`config.mk`:
```
export PLATFORM = sky130hd
export DESIGN_NAME = mpc_pin_route
export DESIGN_NICKNAME = d
export VERILOG_FILES = /design/src/mpc_route_pkg.sv /design/src/pin_cfg_if.sv /design/src/mpc_pin_route.sv /design/src/mpc_pin_pad.sv
export VERILOG_INCLUDE_DIRS = /design/src
export SDC_FILE = /design/constraint.sdc
export NUM_CORES = 1
export LEC_CHECK = 0
export BUFFER_PORTS_ARGS = -buffer_cell sky130_fd_sc_hd__clkbuf_2
export CORE_AREA = 8 8 110 102
export DETAILED_ROUTE_END_ITERATION = 6
export DIE_AREA = 0 0 118 110
export PLACE_DENSITY = 0.56
export RECOVER_POWER = 100
export SLEW_MARGIN = 20
export SYNTH_ARGS = -nofsm -noshare
export SYNTH_HDL_FRONTEND = slang
export SYNTH_SLANG_ARGS = --single-unit
```
`constraint.sdc`:
```
create_clock -name mclk -period 4.62 [get_ports mclk]
set_input_delay 0.231 -clock mclk [delete_from_list [all_inputs] [get_ports mclk]]
set_output_delay 0.231 -clock mclk [all_outputs]
set_load 0.1 [all_outputs]
```
`src/mpc_route_regs.svh`:
```
// register indexes, field positions and reset values of the pin/route block
`ifndef MPC_ROUTE_REGS_SVH
`define MPC_ROUTE_REGS_SVH

// register indexes; byte address is four times the index
`define IDX_PIN_SEVEN_CONFIG 8'h6E
`define IDX_PIN_IRQ_STATUS 8'h6F
`define IDX_BUCK1_ROUTE 8'h70
`define IDX_EVT_STATUS 8'h80
`define IDX_EVT_MASK 8'h81

// pin_seven_config fields
`define PIN_STATE_BIT 7
`define PIN_OUT_VALUE_BIT 4
`define PIN_OPEN_DRAIN_BIT 3
`define PIN_DIR_OUT_BIT 2
`define PIN_RES_PRESENT_BIT 1
`define PIN_PULLUP_BIT 0
`define PIN_CFG_RST 5'h00

// pin_interrupt_status fields
`define STS_USB_OK_BIT 5
`define STS_BUCK3_BIT 2
`define STS_BUCK2_BIT 1
`define STS_BUCK1_BIT 0

// buck_one_interrupt_route fields
`define ROUTE_CHANGE_BIT 7
`define ROUTE_SEL_LSB 3
`define ROUTE_SEL_MSB 6
`define ROUTE_RST 4'h0

// event status / mask layout
`define EVT_B1_CHANGE_BIT 0
`define EVT_USB_OK_BIT 1
`define EVT_BUCK1_BIT 2
`define EVT_BUCK2_BIT 3
`define EVT_BUCK3_BIT 4
`define EVT_W 5
`define EVT_RST 5'h00

// bus answers
`define RESP_OKAY 2'h0
`define RESP_SLVERR 2'h2

`endif

```
`src/mpc_route_pkg.sv`:
```
// types shared by the pin/route block
package mpc_route_pkg;
  // read channel states, one-hot
  typedef enum logic [1:0] {
    RD_IDLE = 2'b01,
    RD_DATA = 2'b10
  } rd_state_e;
endpackage

```
`src/pin_cfg_if.sv`:
```
// configuration and observed level of the multipurpose pin
`timescale 1ns/1ns
interface pin_cfg_if;
  logic dirOut;
  logic openDrain;
  logic outValue;
  logic resPresent;
  logic pullupSel;
  logic pinState;
  modport ctrl (
    output dirOut, output openDrain, output outValue,
    output resPresent, output pullupSel, input pinState
  );
  modport pad (
    input dirOut, input openDrain, input outValue,
    input resPresent, input pullupSel, output pinState
  );
endinterface

```
`src/mpc_pin_route.sv`:
```
// multipurpose pin config, power-good status and buck1 routing slave
// Functional notes
// - output style bit picks push-pull or open-drain
// - direction bit: clear hi-z input, set output
// - resistor bit attaches resistor only as input
// - polarity bit: clear pulldown, set pullup
// - status bit 5 shows usb-ok interrupt active
// - status bits 2..0 show buck3..buck1 interrupts
// - route bit 7 flags buck1 power-good change
// - route bits 6..3 send buck1 to pins
// - output value bit: clear ground, set high/release
`timescale 1ns/1ns
`include "mpc_route_regs.svh"
module mpc_pin_route
  import mpc_route_pkg::*;
#(
  parameter int ADDR_W = 12
) (
  input wire logic mclk,
  input wire logic rst_n,
  input wire logic [ADDR_W-1:0] awaddr,
  input wire logic awvalid,
  output logic awready,
  input wire logic [31:0] wdata,
  input wire logic [3:0] wstrb,
  input wire logic wvalid,
  output logic wready,
  output logic [1:0] bresp,
  output logic bvalid,
  input wire logic bready,
  input wire logic [ADDR_W-1:0] araddr,
  input wire logic arvalid,
  output logic arready,
  output logic [31:0] rdata,
  output logic [1:0] rresp,
  output logic rvalid,
  input wire logic rready,
  input wire logic pinIn,
  output logic pinOut,
  output logic pinOe_n,
  output logic pullUpEn,
  output logic pullDownEn,
  input wire logic usbOkIrqIn,
  input wire logic [2:0] buckPgIrqIn,
  input wire logic buck1PgIn,
  input wire logic [3:0] otherRouteIrq,
  output logic [3:0] routedPin,
  output logic irq
);

  // ==========================================================
  // elaboration check
  generate
    if (ADDR_W < 10) begin : g_bad_width
      $error("ADDR_W too small for the register map");
    end
  endgenerate

  // ==========================================================
  // declarations
  logic [4:0] pinCfg_ff;
  logic [3:0] routeSel_ff;
  logic changeFlag_ff;
  logic [3:0] srcSeen_ff;
  logic buck1Pg_ff;
  logic [`EVT_W-1:0] evtSts_ff;
  logic [`EVT_W-1:0] evtMask_ff;
  logic awFull_ff;
  logic wFull_ff;
  logic [7:0] awIdx_ff;
  logic [7:0] wByte_ff;
  logic wLane_ff;
  logic bvalid_ff;
  logic [1:0] bresp_ff;
  logic awready_ff;
  logic wready_ff;
  rd_state_e rdState_ff;
  logic [31:0] rdata_ff;
  logic [1:0] rresp_ff;
  logic [3:0] routed_ff;
  logic irq_ff;
  logic nxt_awFull;
  logic nxt_wFull;
  logic doWrite;
  logic doRead;
  logic [7:0] rdIdx;
  logic [`EVT_W-1:0] evtSet;
  logic [`EVT_W-1:0] evtClr;
  logic [3:0] srcNow;
  logic b1Change;
  logic clrChange;

  pin_cfg_if cfgBus ();

  // register index from a byte address
  function automatic logic [7:0] regIdx(input logic [ADDR_W-1:0] a);
    return a[9:2];
  endfunction

  // true when the index names a register of this block
  function automatic logic isMapped(input logic [7:0] idx);
    return idx == `IDX_PIN_SEVEN_CONFIG || idx == `IDX_PIN_IRQ_STATUS ||
      idx == `IDX_BUCK1_ROUTE || idx == `IDX_EVT_STATUS ||
      idx == `IDX_EVT_MASK;
  endfunction

  // ==========================================================
  // write address and data, taken in either order
  assign doWrite = awFull_ff && wFull_ff && !bvalid_ff;
  assign nxt_awFull = awFull_ff ? !doWrite : (awvalid && awready_ff);
  assign nxt_wFull = wFull_ff ? !doWrite : (wvalid && wready_ff);

  always_ff @(posedge mclk or negedge rst_n) begin
    if (!rst_n) begin
      awFull_ff <= 1'b0;
      wFull_ff <= 1'b0;
      awready_ff <= 1'b1;
      wready_ff <= 1'b1;
    end else begin
      awFull_ff <= nxt_awFull;
      wFull_ff <= nxt_wFull;
      awready_ff <= !nxt_awFull;
      wready_ff <= !nxt_wFull;
    end
  end

  // payload capture at each handshake
  always_ff @(posedge mclk or negedge rst_n) begin
    if (!rst_n) begin
      awIdx_ff <= 8'h00;
      wByte_ff <= 8'h00;
      wLane_ff <= 1'b0;
    end else begin
      if (awvalid && awready_ff) begin
        awIdx_ff <= regIdx(awaddr);
      end
      if (wvalid && wready_ff) begin
        wByte_ff <= wdata[7:0];
        wLane_ff <= wstrb[0];
      end
    end
  end

  // write response one cycle after both halves are held
  always_ff @(posedge mclk or negedge rst_n) begin
    if (!rst_n) begin
      bvalid_ff <= 1'b0;
      bresp_ff <= `RESP_OKAY;
    end else if (doWrite) begin
      bvalid_ff <= 1'b1;
      bresp_ff <= isMapped(awIdx_ff) ? `RESP_OKAY : `RESP_SLVERR;
    end else if (bready) begin
      bvalid_ff <= 1'b0;
    end
  end

  // ==========================================================
  // software-written configuration; only byte lane 0 carries data
  always_ff @(posedge mclk or negedge rst_n) begin
    if (!rst_n) begin
      pinCfg_ff <= `PIN_CFG_RST;
      routeSel_ff <= `ROUTE_RST;
      evtMask_ff <= `EVT_RST;
    end else if (doWrite && wLane_ff) begin
      if (awIdx_ff == `IDX_PIN_SEVEN_CONFIG) begin
        pinCfg_ff <= wByte_ff[4:0];
      end
      if (awIdx_ff == `IDX_BUCK1_ROUTE) begin
        routeSel_ff <= wByte_ff[`ROUTE_SEL_MSB:`ROUTE_SEL_LSB];
      end
      if (awIdx_ff == `IDX_EVT_MASK) begin
        evtMask_ff <= wByte_ff[`EVT_W-1:0];
      end
    end
  end

  // config to the pad
  assign cfgBus.outValue = pinCfg_ff[`PIN_OUT_VALUE_BIT];
  assign cfgBus.openDrain = pinCfg_ff[`PIN_OPEN_DRAIN_BIT];
  assign cfgBus.dirOut = pinCfg_ff[`PIN_DIR_OUT_BIT];
  assign cfgBus.resPresent = pinCfg_ff[`PIN_RES_PRESENT_BIT];
  assign cfgBus.pullupSel = pinCfg_ff[`PIN_PULLUP_BIT];

  mpc_pin_pad u_pad (
    .mclk(mclk),
    .rst_n(rst_n),
    .cfg(cfgBus.pad),
    .pinIn(pinIn),
    .pinOut(pinOut),
    .pinOe_n(pinOe_n),
    .pullUpEn(pullUpEn),
    .pullDownEn(pullDownEn)
  );

  // ==========================================================
  // live interrupt sources: {usb, buck3, buck2, buck1}
  assign srcNow = {usbOkIrqIn, buckPgIrqIn};

  always_ff @(posedge mclk or negedge rst_n) begin
    if (!rst_n) begin
      srcSeen_ff <= 4'h0;
      buck1Pg_ff <= 1'b0;
    end else begin
      srcSeen_ff <= srcNow;
      buck1Pg_ff <= buck1PgIn;
    end
  end

  // change flag clears when software reads the route register
  assign b1Change = buck1PgIn != buck1Pg_ff;
  assign clrChange = doRead && rdIdx == `IDX_BUCK1_ROUTE;

  // set wins over clear, so a change during the read is kept
  always_ff @(posedge mclk or negedge rst_n) begin
    if (!rst_n) begin
      changeFlag_ff <= 1'b0;
    end else if (b1Change) begin
      changeFlag_ff <= 1'b1;
    end else if (clrChange) begin
      changeFlag_ff <= 1'b0;
    end
  end

  // ==========================================================
  // routed pins: its other source, or buck1 when selected for it, asserts each pin
  genvar gi;
  generate
    for (gi = 0; gi < 4; gi++) begin : g_route
      always_ff @(posedge mclk or negedge rst_n) begin
        if (!rst_n) begin
          routed_ff[gi] <= 1'b0;
        end else begin
          routed_ff[gi] <= (buckPgIrqIn[0] && routeSel_ff[gi]) ||
            otherRouteIrq[gi];
        end
      end
    end
  endgenerate

  // ==========================================================
  // sticky events, write one to clear, set wins
  assign evtSet = {srcNow[2:0] & ~srcSeen_ff[2:0],
    usbOkIrqIn && !srcSeen_ff[3], b1Change};
  assign evtClr = (doWrite && wLane_ff && awIdx_ff == `IDX_EVT_STATUS) ?
    wByte_ff[`EVT_W-1:0] : `EVT_RST;

  always_ff @(posedge mclk or negedge rst_n) begin
    if (!rst_n) begin
      evtSts_ff <= `EVT_RST;
      irq_ff <= 1'b0;
    end else begin
      evtSts_ff <= (evtSts_ff & ~evtClr) | evtSet;
      irq_ff <= |(((evtSts_ff & ~evtClr) | evtSet) & evtMask_ff);
    end
  end

  // ==========================================================
  // read channel; one read at a time keeps rdata stable
  assign doRead = arvalid && rdState_ff[0];
  assign rdIdx = regIdx(araddr);

  always_ff @(posedge mclk or negedge rst_n) begin
    if (!rst_n) begin
      rdState_ff <= RD_IDLE;
      rdata_ff <= 32'h0000_0000;
      rresp_ff <= `RESP_OKAY;
    end else begin
      unique case (rdState_ff)
        RD_IDLE: begin
          if (arvalid) begin
            rdState_ff <= RD_DATA;
            rresp_ff <= isMapped(rdIdx) ? `RESP_OKAY : `RESP_SLVERR;
            unique case (rdIdx)
              `IDX_PIN_SEVEN_CONFIG: rdata_ff <= {24'h000000,
                cfgBus.pinState, 2'b00, pinCfg_ff};
              `IDX_PIN_IRQ_STATUS: rdata_ff <= {26'h0,
                srcSeen_ff[3], 2'b00, srcSeen_ff[2:0]};
              `IDX_BUCK1_ROUTE: rdata_ff <= {24'h000000,
                changeFlag_ff, routeSel_ff, 3'b000};
              `IDX_EVT_STATUS: rdata_ff <= {27'h0, evtSts_ff};
              `IDX_EVT_MASK: rdata_ff <= {27'h0, evtMask_ff};
              default: rdata_ff <= 32'h0000_0000;
            endcase
          end
        end
        RD_DATA: begin
          if (rready) begin
            rdState_ff <= RD_IDLE;
          end
        end
        default: rdState_ff <= RD_IDLE;
      endcase
    end
  end

  // ==========================================================
  // outputs
  assign awready = awready_ff;
  assign wready = wready_ff;
  assign bvalid = bvalid_ff;
  assign bresp = bresp_ff;
  assign arready = rdState_ff[0];
  assign rvalid = rdState_ff[1];
  assign rdata = rdata_ff;
  assign rresp = rresp_ff;
  assign routedPin = routed_ff;
  assign irq = irq_ff;
endmodule

```
`src/mpc_pin_pad.sv`:
```
// drive, enable and pull control of the multipurpose pin
`timescale 1ns/1ns
module mpc_pin_pad (
  input wire logic mclk,
  input wire logic rst_n,
  pin_cfg_if.pad cfg,
  input wire logic pinIn,
  output logic pinOut,
  output logic pinOe_n,
  output logic pullUpEn,
  output logic pullDownEn
);

  logic state_ff;

  // ==========================================================
  // output drive
  // in output direction a low level always drives; a high level in open drain just releases
  always_ff @(posedge mclk or negedge rst_n) begin
    if (!rst_n) begin
      pinOut <= 1'b0;
      pinOe_n <= 1'b1;
    end else begin
      pinOut <= cfg.outValue;
      pinOe_n <= !cfg.dirOut || (cfg.openDrain && cfg.outValue);
    end
  end

  // ==========================================================
  // pull resistor, only in input direction
  always_ff @(posedge mclk or negedge rst_n) begin
    if (!rst_n) begin
      pullUpEn <= 1'b0;
      pullDownEn <= 1'b0;
    end else begin
      pullUpEn <= !cfg.dirOut && cfg.resPresent &&
        cfg.pullupSel;
      pullDownEn <= !cfg.dirOut && cfg.resPresent &&
        !cfg.pullupSel;
    end
  end

  // ==========================================================
  // pin level seen by software
  always_ff @(posedge mclk or negedge rst_n) begin
    if (!rst_n) begin
      state_ff <= 1'b0;
    end else begin
      state_ff <= pinIn;
    end
  end
  assign cfg.pinState = state_ff;
endmodule

```
=== Word-level counts from Yosys, hierarchy flattened ===
Index checks and enable logic that the tools add are counted.
Widths: inputs -> output; s select.

* Word-level logic and storage cells: 108
* Output and inout port bits: 50
* Register bits: 94

* Equality and inequality tests: 15
* Reduce and logical (&&, ||, !) cells: 45
* Bitwise logic cells: 6
* Muxes and demuxes: 13

{| class="wikitable"
|+ Operators with widths
! cell !! count
|-
| $eq 8x7->1 const B || 6
|-
| $pmux 8 s5 || 1
|-
| $eq 8x8->1 const B || 4
|-
| $logic_and 1x1->1 || 17
|-
| $logic_or 1x1->1 || 13
|-
| $and 5x5->5 || 2
|-
| $reduce_and 2->1 || 5
|-
| $mux 2 || 4
|-
| $logic_not 1->1 || 7
|-
| $mux 1 || 6
|-
| $mux 5 || 1
|-
| $not 5->5 || 1
|-
| $or 5x5->5 || 1
|-
| $reduce_or 5->1 || 1
|-
| $ne 2x2->1 const B || 2
|-
| $pmux 2 s2 || 1
|-
| $reduce_bool 2->1 || 2
|-
| $and 3x3->3 || 1
|-
| $not 3->3 || 1
|-
| $eq 2x1->1 const B || 1
|-
| $eq 2x2->1 const B || 1
|-
| $ne 1x1->1 || 1
|}

=== Logic depth before layout (Yosys ltp) ===
Gate-level depths: netlist of the first run.

* Depth after elaboration: 10
* Gate-level depth with buffers: 7

=== Modules after synthesis ===
From an unflattened synthesis of the first run, not the netlist that was laid out.

* Cell total of the unflattened synthesis: 251
* Area, all modules: 3,019.1 µm²

{| class="wikitable"
|+ By module, submodules not included
! module !! times used !! area each (µm²) !! cells each !! sequential area each (µm²)
|-
| mpc_pin_route || 1 || 2,865.2 || 243 || 1,580.3
|-
| mpc_pin_pad || 1 || 153.9 || 8 || 126.4
|}

=== Worst setup path after synthesis of the first run ===
Ideal clock, no wire load.

* Path type: reg2reg
* Start: reg bvalid_ff (netlist: bvalid)
* End: reg irq_ff (netlist: irq)
* Data arrival time: 2,427 ps
* Path slack: 2,054 ps
* Setup time: 138 ps
* Path buffers: 0
* Cell stages (with the launch flop): 6
* Cell sequence: dfrtp_1 > nand3b_1 > nor4_4 > and3b_1 > o22ai_1 > or4_1

* Longest elaborated chain between the ends: 10

{| class="wikitable"
|+ RTL lines
! item !! RTL line !! text
|-
| start: declaration || mpc_pin_route.sv:73 || <nowiki>logic bvalid_ff;</nowiki>
|-
| start signal: assignment || mpc_pin_route.sv:147 || <nowiki>bvalid_ff <= 1'b0;</nowiki>
|-
| start signal: assignment || mpc_pin_route.sv:150 || <nowiki>bvalid_ff <= 1'b1;</nowiki>
|-
| start signal: assignment || mpc_pin_route.sv:153 || <nowiki>bvalid_ff <= 1'b0;</nowiki>
|-
| $logic_not 1->1 || mpc_pin_route.sv:109 || <nowiki>assign doWrite = awFull_ff && wFull_ff && !bvalid_ff;</nowiki>
|-
| $logic_and 1x1->1 || mpc_pin_route.sv:109 ||
|-
| $logic_and 1x1->1 || mpc_pin_route.sv:244 || <nowiki>assign evtClr = (doWrite && wLane_ff && awIdx_ff == `IDX_EVT_STATUS) ?</nowiki>
|-
| $logic_and 1x1->1 (no source line) || - ||
|-
| $mux 5 (no source line) || - ||
|-
| $not 5->5 || mpc_pin_route.sv:253 || <nowiki>irq_ff <= |(((evtSts_ff & ~evtClr) | evtSet) & evtMask_ff);</nowiki>
|-
| $and 5x5->5 || mpc_pin_route.sv:253 ||
|-
| $or 5x5->5 || mpc_pin_route.sv:253 ||
|-
| $and 5x5->5 || mpc_pin_route.sv:253 ||
|-
| $reduce_or 5->1 || mpc_pin_route.sv:253 ||
|-
| end signal: assignment || mpc_pin_route.sv:253 ||
|-
| end: declaration || mpc_pin_route.sv:81 || <nowiki>logic irq_ff;</nowiki>
|}

No other way between the ends.
A chain may end at the register's enable or synchronous reset.

=== Worst setup path after layout of the first run ===
* Start: reg awIdx_ff[4]
* End: reg irq_ff (netlist: irq)

* Longest elaborated chain between the ends: 8

{| class="wikitable"
|+ RTL lines
! item !! RTL line !! text
|-
| start: declaration || mpc_pin_route.sv:70 || <nowiki>logic [7:0] awIdx_ff;</nowiki>
|-
| start signal: assignment || mpc_pin_route.sv:135 || <nowiki>awIdx_ff <= regIdx(awaddr);</nowiki>
|-
| $eq 8x8->1 (no source line) || - ||
|-
| $logic_and 1x1->1 (no source line) || - ||
|-
| $mux 5 (no source line) || - ||
|-
| $not 5->5 || mpc_pin_route.sv:253 ||
|-
| $and 5x5->5 || mpc_pin_route.sv:253 ||
|-
| $or 5x5->5 || mpc_pin_route.sv:253 ||
|-
| $and 5x5->5 || mpc_pin_route.sv:253 ||
|-
| $reduce_or 5->1 || mpc_pin_route.sv:253 ||
|}

No other way between the ends.

==> results of run 1 <==
final timing paths:
path / end / depth (start not counted)
setup / recovery: irq / 5
hold / removal: srcSeen_ff[1] / 1
setup reg to reg: irq / 5
hold reg to reg: u_pad.pinOut / 0
max in group asynchronous: routedPin[3] / 2
min in group asynchronous: awIdx_ff[6] / 2
what timing repair did:
| item | CTS | global route |
|---|---|---|
| resized for setup | 0 | 0 |
| hold buffers | 3 | 0 |
| endpoints found under the hold margin | 3 | 0 |
kinds of logic after synthesis:
family | after synthesis | share of synthesized area
AO/OA/AOI/OAI | 44 | 0.0944
XOR/XNOR | 2 | 0.00582
buffers and inverters | 36 | 0.0773
flip-flops | 68 | 0.567
multiplexers | 35 | 0.129
other | 1 | 0.00125
AND/OR/NAND/NOR | 65 | 0.125
power breakdown:
group | internal, mW | switching [mW] | leakage [nW] | total (mW)
Combinational | 0.152 | 0.452 | 0.696 | 0.604
Clock | 0.428 | 0.227 | 0.129 | 0.655
Sequential | 0.731 | 0.102 | 0.829 | 0.832
layout by cell type (no fill, tap or decap), types with 7 or more instances in the layout:
cell / netlist / routed
nand2_1: 24 / 24
clkbuf_1: 5 / 28
clkbuf_2: 0 / 36
o21ai_0: 16 / 16
nor2b_1: 7 / 7
conb_1: 1 / 26
dfrtp_1: 64 / 64
mux2_2: 30 / 30
clkbuf_8: 0 / 10
a21o_1: 9 / 9
state kept, by name, summed over array words and instances, names as in the netlist, 2 cells and up:
name and count:
awIdx_ff 8, pinCfg_ff 5, rdState_ff 2, routedPin 4
routeSel_ff 4, evtMask_ff 5, wByte_ff 7, rdata 8
evtSts_ff 5, srcSeen_ff 4
routing by layer:
layer / vias to the layer above / routed length, um / GRT usage / share of wire
met1: 977 / 3230 / 0.137 / 0.48
met4: 0 / 40 / 0.0247 / 0.0060
met2: 80 / 2780 / 0.159 / 0.41
li1: 968 / - / - / -
met5: - / 0 / 0 / 0
met3: 7 / 664 / 0.0631 / 0.099
critical path: cells and delay by family (launching register included):
family          cells  cell delay [ns]
flops               1             0.41
simple gates        4             2.56
compound gates      1             0.08
through the flow:
stage / hold slack (ns) / setup slack, ns / utilization
floorplan: -0.0646 / 2.05 / -
global placement: 0.351 / 2.17 / 0.359
detailed placement: 0.352 / 2.15 / 0.359
CTS: 0.0125 / 2.14 / 0.391
global route: 0.0149 / 1.19 / 0.385
finish: 0.0360 / 1.44 / 0.385
layout make-up:
type                            count  area, um2  area share
Inverter                            5       18.8     0.00518
Clock buffer                       10        138      0.0380
Clock inverter                      6        135      0.0373
Timing Repair Buffer               68        323      0.0891
Tap cell                          126        158      0.0435
Sequential cell                    68       1710       0.471
Multi-Input combinational cell    172       1140       0.316
==> results.tsv, run 1 <==
stage	metric	value	unit
outcome	status	completed	
route	DR iter-0 viols	57	
finish	final cell count without fillers	455	
yosys	Syn Inst Count	251	
finish	ANT cells	0	
sta	fmax	314	MHz
route	via count	2032	
worst_hold_path	Hold WC Path Type	input pin to flop	
finish	cell area after layout	3620	um2
clock_tree	maximum buffer depth of the clock tree	2	
sta	Slew headroom	0.0660	
route	post-route ant nets	0	
sta	RSZ-0062 raised after global routing	no	
finish	layout net count	401	
yosys	top-area cell type share of the netlist area	0.532	
setup_path	RR Startpoint	awIdx_ff[4]	
sta	clk_skew	0.00989	ns
place	I/O Buffers	64	
setup_path	CP startpoint kind	flop	
finish	fill cell count	960	
yosys	synthesized area	3010	um2
pwr	Pwr Total	2.09	mW
yosys	EDFF count, synth	0	
floorplanning	Die H	110	um
route	Via density	4.47	
finish	share of cells above drive strength 1	0.271	
route	DR WL/cell	14.8	um
yosys	Synth cell types	42	
yosys	count leader, synth	dfrtp_1	
sta	final hold vios	0	
setup_path	Arrival @ worst endpoint	3.39	ns
setup_path	CP max-delay cell	nor4_1	
sta	min Tclk post-route	3.18	ns
sta	Tcrit/Tclk final	0.689	
worst_hold_path	hold_sp	buckPgIrqIn[1]	
floorplanning	effective utilization at floorplan	0.320	
setup_path	max incr delay on CP	1.13	ns
floorplanning	total die area	13000	um2
floorplanning	Die X	118	um
route	First-pass DRT Iterations	4	
setup_path	crit end category	flop	
setup_path	reg-to-reg setup timing slack	1.44	ns
sta	TNS Setup	0	ns
sta	# setup viols final	0	
finish	area growth from synthesis to final layout	20.4	%
global_routing	largest net degree at the start of global routing	69	
place	gpl congestion	0.725	
global_routing	Congestion Overflow GR	0	
route	final wirelength	6710	um
yosys	Seq/Total Area, Yosys	0.567	
pwr	Leakage	1.65	nW
clock_tree	CTS buffer count	9	
place	placed cell area	3370	um2
place	placed cell count	436	
flow_run	MaxCap Viol Count	0	
global_routing	first-pass GRT wire length	11200	um
clock_tree	H-tree Lvls	3	
place	Final HPWL DP	5200	um
route	Remaining DRCs	0	
global_routing	antenna violations before repair	0	
pwr	PD cells	577	nW/um2
yosys	syn_area_per_cell	12.0	um2
sta	Slew Viols, Final	0	
clock_tree	CTS tree	built	
setup_path	Max FO, Critical Path	10	
clock_tree	clk_lat worst skew	0.34	ns
global_routing	vias in the first global route	2166	
setup_path	CP startpoint	awIdx_ff[4]	
setup_path	worst endpoint required time	4.83	ns
yosys	synth top area cells	dfrtp_1, mux2_2, buf_4	
sta	slew of the pin with the lowest slew margin	1.39	ns
yosys	Synth Flop Type	dfrtp_1	
pwr	maximum vdd ir drop	0.000402	V
clock_tree	setup bufs post-CTS	0	
clock_tree	Root Driver	clkbuf_8	
yosys	Async SR Flop Fraction	1.00	
global_routing	GRT Util Overall	0.109	
floorplanning	I/O pins	127	
setup_path	Setup CP Type	flop to flop	
yosys	Post-synth top cells	dfrtp_1, mux2_2, buf_4	
setup_path	CP Cell Sequence	or4b_1 -> nor4_1 -> and3b_1 -> o22ai_1 -> or4_1	
floorplanning	# rows	34	
clock_tree	clock slew at reported path FFs	0.07	ns
yosys	Syn. warnings	0	
yosys	Seq cells post-synth	68	
floorplanning	Core Footprint	9400	um2
clock_tree	clk sinks	68	
yosys	top cell type by total area after synthesis	dfrtp_1	
No activity file was read; power rests on OpenSTA's default activity.
==> run 2, diff against run 1 <==
==> constraint.sdc (replaced) <==
create_clock -name mclk -period 3 [get_ports mclk]
set_input_delay 0.15 -clock mclk [delete_from_list [all_inputs] [get_ports mclk]]
set_output_delay 0.15 -clock mclk [all_outputs]
set_load 0.1 [all_outputs]
==> run 2 against run 1 <==
Net effect: non-clock buffer count is 12 higher; clock power is 1% higher; flip-flop and latch count stayed put.
==> results.tsv, run 2 (synthesized netlist as in run 1, its figures left out) <==
stage	metric	value	unit	change
outcome	status	completed		unchanged
pwr	PD cells	797	nW/um2	was 577 nW/um2
global_routing	Congestion Overflow GR	0		unchanged
place	I/O Buffers	64		unchanged
route	via count	2067		was 2032
sta	Slew Viols, Final	0		unchanged
sta	Slew headroom	0.0810		was 0.0660
route	post-route ant nets	0		unchanged
clock_tree	post-CTS sizing	0		unchanged
flow_run	MaxCap Viol Count	0		unchanged
floorplanning	Core Footprint	9400	um2	unchanged
setup_path	Max FO, Critical Path	6		was 10
floorplanning	Die X	118	um	unchanged
sta	TNS Setup	0	ns	unchanged
route	DR WL/cell	14.6	um	was 14.8 um
global_routing	first-pass GRT wire length	11200	um	about the same
clock_tree	clk sinks	68		unchanged
clock_tree	clock slew at reported path FFs	0.07	ns	about the same
clock_tree	clk_lat worst skew	0.33	ns	was 0.34 ns
floorplanning	effective utilization at floorplan	0.320		unchanged
global_routing	vias in the first global route	2178		was 2166
sta	final hold vios	0		unchanged
clock_tree	CTS buffer count	9		unchanged
route	Remaining DRCs	0		unchanged
floorplanning	total die area	13000	um2	unchanged
sta	clk_skew	0.00888	ns	was 0.00989 ns
sta	min Tclk post-route	2.45	ns	was 3.18 ns
route	First-pass DRT Iterations	4		unchanged
clock_tree	CTS tree	built		unchanged
global_routing	GRT Util Overall	0.109		about the same
clock_tree	maximum buffer depth of the clock tree	2		unchanged
place	gpl congestion	0.735		was 0.725
sta	slew of the pin with the lowest slew margin	1.38	ns	was 1.39 ns
finish	commonest non-fill, non-tap cells in the layout	dfrtp_1, clkbuf_2, clkbuf_1		was dfrtp_1, clkbuf_2, mux2_2
finish	ANT cells	0		unchanged
finish	most common cell after layout, fill and taps aside	dfrtp_1		unchanged
setup_path	crit end category	flop		unchanged
sta	Tcrit/Tclk final	0.816		was 0.689
floorplanning	I/O pins	127		unchanged
global_routing	antenna violations before repair	0		unchanged
setup_path	CP startpoint kind	flop		unchanged
pwr	Leakage	1.66	nW	was 1.65 nW
worst_hold_path	Hold WC Path Type	input pin to flop		unchanged
route	final wirelength	6800	um	was 6710 um
sta	RSZ-0062 raised after global routing	no		unchanged
setup_path	Arrival @ worst endpoint	2.64	ns	was 3.39 ns
clock_tree	H-tree Lvls	3		unchanged
setup_path	worst endpoint required time	3.20	ns	was 4.83 ns
floorplanning	Die H	110	um	unchanged
global_routing	largest net degree at the start of global routing	43		was 69
clock_tree	Root Driver	clkbuf_8		unchanged
finish	area growth from synthesis to final layout	20.9	%	was 20.4%
floorplanning	# rows	34		unchanged
route	DR iter-0 viols	62		was 57
sta	Worst Hold Margin	0.0448	ns	was 0.0360 ns
sta	fmax	409	MHz	was 314 MHz
finish	share of cells above drive strength 1	0.256		was 0.271
setup_path	Setup CP Type	flop to flop		unchanged
finish	fill cell count	986		was 960
finish	layout net count	413		was 401
pwr	maximum vdd ir drop	0.000516	V	was 0.000402 V
sta	# setup viols final	0		unchanged
route	Via density	4.44		was 4.47
place	Final HPWL DP	5370	um	was 5200 um
## run 2: final timing paths
check / slack [ns] / end / from / cells past startpoint
setup / recovery: 0.55 / irq / awIdx_ff[4] / 5
hold / removal: 0.04 / awIdx_ff[5] / awaddr[7] / 2
setup reg to reg: 0.55 / irq / awIdx_ff[4] / 5
hold reg to reg: 0.43 / u_pad.pinOut / pinCfg_ff[4] / 0
max in group asynchronous: 1.41 / evtSts_ff[4] / rst_n / 3
min in group asynchronous: 0.64 / awIdx_ff[5] / rst_n / 3
## run 2: cell type report
type | instances | area [um2] | area share
Sequential cell | 68 | 1710 | 0.469
Multi-Input combinational cell | 172 | 1160 | 0.318
Timing Repair Buffer | 80 | 420 | 0.116
Tap cell | 126 | 158 | 0.0433
Clock buffer | 11 | 151 | 0.0416
Clock inverter | 4 | 25.0 | 0.00688
Inverter | 5 | 18.8 | 0.00516
## run 2: timing repair
| action | CTS | global route |
|---|---|---|
| hold buffers | 10 | 2 |
| endpoints found under the hold margin | 73 | 2 |
| setup buffers | 0 | 0 |
## run 2: through the flow
step                      power, mW  setup slack [ns]  instance area (um2)  cells   util
after floorplan                2.09             0.434                 3100    276      -
after global placement         2.25             0.709                 3400    439  0.361
after detailed placement       2.28             0.693                 3400    439  0.361
after CTS                      2.96             0.666                 3670    464  0.391
after global routing           3.07             0.432                 3640    466  0.387
final                          2.90             0.553                 3640    466  0.387
## run 2: power by group
group          internal [mW]  switching [mW]  total (mW)
sequential              1.12           0.159        1.28
combinational          0.243           0.712       0.955
clock                  0.337           0.324       0.662
total                   1.70            1.20        2.90
## run 2: critical path: stages, from the launching register on
cell and delay, ns:
dfrtp_1 0.42, or4b_1 0.62, nor4_4 0.37, clkbuf_1 0.27, a31oi_1 0.13, or4_1 0.49
## run 2: routing by layer
| metal | share of wire | wire length [um] | vias up | track usage |
|---|---|---|---|---|
| li1 | - | - | 998 | - |
| met1 | 0.48 | 3290 | 970 | 0.140 |
| met2 | 0.42 | 2850 | 94 | 0.161 |
| met3 | 0.090 | 614 | 5 | 0.0621 |
| met4 | 0.0065 | 44 | 0 | 0.0164 |
| met5 | 0 | 0 | - | 0 |
==> run 3, diff against run 2 <==
==> constraint.sdc (replaced) <==
create_clock -name mclk -period 2.6 [get_ports mclk]
set_input_delay 0.13 -clock mclk [delete_from_list [all_inputs] [get_ports mclk]]
set_output_delay 0.13 -clock mclk [all_outputs]
set_load 0.1 [all_outputs]
==> run 3 against run 2 <==
Net effect: the flow now finishes with violations (max-capacitance violations, max-slew violations); routed wire length down 1.9%; register-to-register slack worse by 0.28 ns; setup slack worse by 0.28 ns; cell count up 0.21%; combinational power up 15%; flip-flop and latch count unchanged; maximum frequency up 5.2%; clock skew about the same; critical path type unchanged.
==> results.tsv, run 3 (synthesized netlist as in run 1, its figures left out) <==
stage	metric	value	unit	change
route	final wirelength	6660	um	was 6800 um
global_routing	GRT Util Overall	0.107		was 0.109
finish	ANT cells	0		unchanged
sta	RSZ-0062 raised after global routing	no		unchanged
setup_path	worst endpoint required time	2.81	ns	was 3.20 ns
global_routing	largest net degree at the start of global routing	38		was 43
pwr	PD cells	924	nW/um2	was 797 nW/um2
pwr	maximum vdd ir drop	0.000693	V	was 0.000516 V
sta	min Tclk post-route	2.33	ns	was 2.45 ns
setup_path	CP startpoint kind	flop		unchanged
setup_path	Arrival @ worst endpoint	2.54	ns	was 2.64 ns
floorplanning	Die X	118	um	unchanged
floorplanning	# rows	34		unchanged
setup_path	max incr delay on CP	0.61	ns	was 0.62 ns
sta	Slew headroom	-0.195		was 0.0810
place	I/O Buffers	64		unchanged
finish	cell area after layout	3660	um2	was 3640 um2
finish	area growth from synthesis to final layout	21.6	%	was 20.9%
route	Remaining DRCs	0		unchanged
route	Via density	4.38		was 4.44
clock_tree	clock slew at reported path FFs	0.07	ns	about the same
place	gpl congestion	0.721		was 0.735
pwr	Leakage	1.67	nW	was 1.66 nW
outcome	failing checks	max-capacitance violations, max-slew violations		
setup_path	crit end category	flop		unchanged
global_routing	Congestion Overflow GR	0		unchanged
finish	area of the multi-input gates	1160	um2	unchanged
flow_run	MaxCap Viol Count	1		was 0
sta	Worst Hold Margin	0.0215	ns	was 0.0448 ns
finish	layout net count	413		unchanged
place	Final HPWL DP	5230	um	was 5370 um
finish	commonest non-fill, non-tap cells in the layout	dfrtp_1, clkbuf_1, clkbuf_2		was dfrtp_1, clkbuf_2, clkbuf_1
route	First-pass DRT Iterations	4		unchanged
place	placed cell area	3410	um2	was 3400 um2
clock_tree	H-tree Lvls	3		unchanged
clock_tree	clk sinks	68		unchanged
clock_tree	clk_lat worst skew	0.34	ns	was 0.33 ns
route	via count	2045		was 2067
sta	slew of the pin with the lowest slew margin	1.79	ns	was 1.38 ns
clock_tree	CTS tree	built		unchanged
finish	fill cell count	956		was 986
global_routing	first-pass GRT wire length	11000	um	was 11200 um
clock_tree	setup bufs post-CTS	0		unchanged
floorplanning	Die H	110	um	unchanged
global_routing	antenna violations before repair	0		unchanged
finish	register area	1710	um2	unchanged
global_routing	vias in the first global route	2129		was 2178
floorplanning	I/O pins	127		unchanged
sta	clk_skew	0.00855	ns	was 0.00888 ns
worst_hold_path	Hold WC Path Type	input pin to flop		unchanged
setup_path	CP max-delay cell	or4b_1		unchanged
sta	TNS Setup	0	ns	unchanged
setup_path	Setup CP Type	flop to flop		unchanged
sta	fmax	430	MHz	was 409 MHz
route	DR WL/cell	14.3	um	was 14.6 um
sta	Tcrit/Tclk final	0.895		was 0.816
finish	share of cells above drive strength 1	0.252		was 0.256
floorplanning	Core Footprint	9400	um2	unchanged
setup_path	Max FO, Critical Path	5		was 6
route	post-route ant nets	0		unchanged
sta	final hold vios	0		unchanged
clock_tree	CTS buffer count	9		unchanged
sta	# setup viols final	0		unchanged
sta	Slew Viols, Final	32		was 0
pwr	Pwr Total	3.38	mW	was 2.90 mW
setup_path	CP Cell Sequence	or4b_1 -> nor4_4 -> and3b_1 -> o22ai_1 -> or4_1		was or4b_1 -> nor4_4 -> clkbuf_1 -> a31oi_1 -> or4_1
floorplanning	total die area	13000	um2	unchanged
finish	most common cell after layout, fill and taps aside	dfrtp_1		unchanged
clock_tree	maximum buffer depth of the clock tree	2		unchanged
route	DR iter-0 viols	70		was 62
clock_tree	Root Driver	clkbuf_8		unchanged
floorplanning	effective utilization at floorplan	0.320		unchanged
outcome	status	finished, violations left		was completed
-- run 3: timing repair --
| action | in CTS | in global routing |
|---|---|---|
| endpoints found under the hold margin | 39 | 1 |
| resized for setup | 0 | 0 |
| hold buffers | 11 | 1 |
-- run 3: critical path, delay by kind of cell, from the launching register on --
kind / cells / cell delay, ns
AOI/OAI and AO/OA: 1 / 0.07
DFF: 1 / 0.41
and+or+nand+nor: 4 / 1.71
-- run 3: worst paths after layout --
kind	start	end	slack [ns]	cells after the start
max	awIdx_ff[4]	irq	0.27	5
min	wdata[4]	wByte_ff[4]	0.02	2
max reg2reg	awIdx_ff[4]	irq	0.27	5
min reg2reg	pinCfg_ff[4]	u_pad.pinOut	0.43	0
max in group asynchronous	rst_n	evtSts_ff[4]	0.75	2
min in group asynchronous	rst_n	awIdx_ff[7]	0.81	2
-- run 3: through the flow --
step / setup WS, ns / cells / util
2_1_floorplan: 0.0341 / 276 / -
4_1_cts: 0.301 / 466 / 0.393
6_report: 0.273 / 467 / 0.389
5_1_grt: 0.175 / 467 / 0.389
3_5_place_dp: 0.299 / 439 / 0.363
3_3_place_gp: 0.305 / 439 / 0.363
-- run 3: power by group --
part | internal, mW | switching (mW) | total, mW
sequential | 1.30 | 0.177 | 1.48
clock | 0.441 | 0.361 | 0.803
combinational | 0.283 | 0.820 | 1.10
-- run 3: metal layers --
layer  global-route usage  vias to the layer above  part of all wire
li1                     -                     1003                 -
met1                0.133                      953              0.49
met2                0.161                       84              0.42
met3               0.0611                        5             0.092
met4               0.0219                        0            0.0054
met5                    0                        -                 0
-- run 3: cell type report --
cell class	instances	share of cell area
Inverter	5	0.00513
Multi-Input combinational cell	172	0.317
Clock inverter	3	0.0109
Tap cell	126	0.0431
Timing Repair Buffer	80	0.120
Sequential cell	68	0.466
Clock buffer	13	0.0379
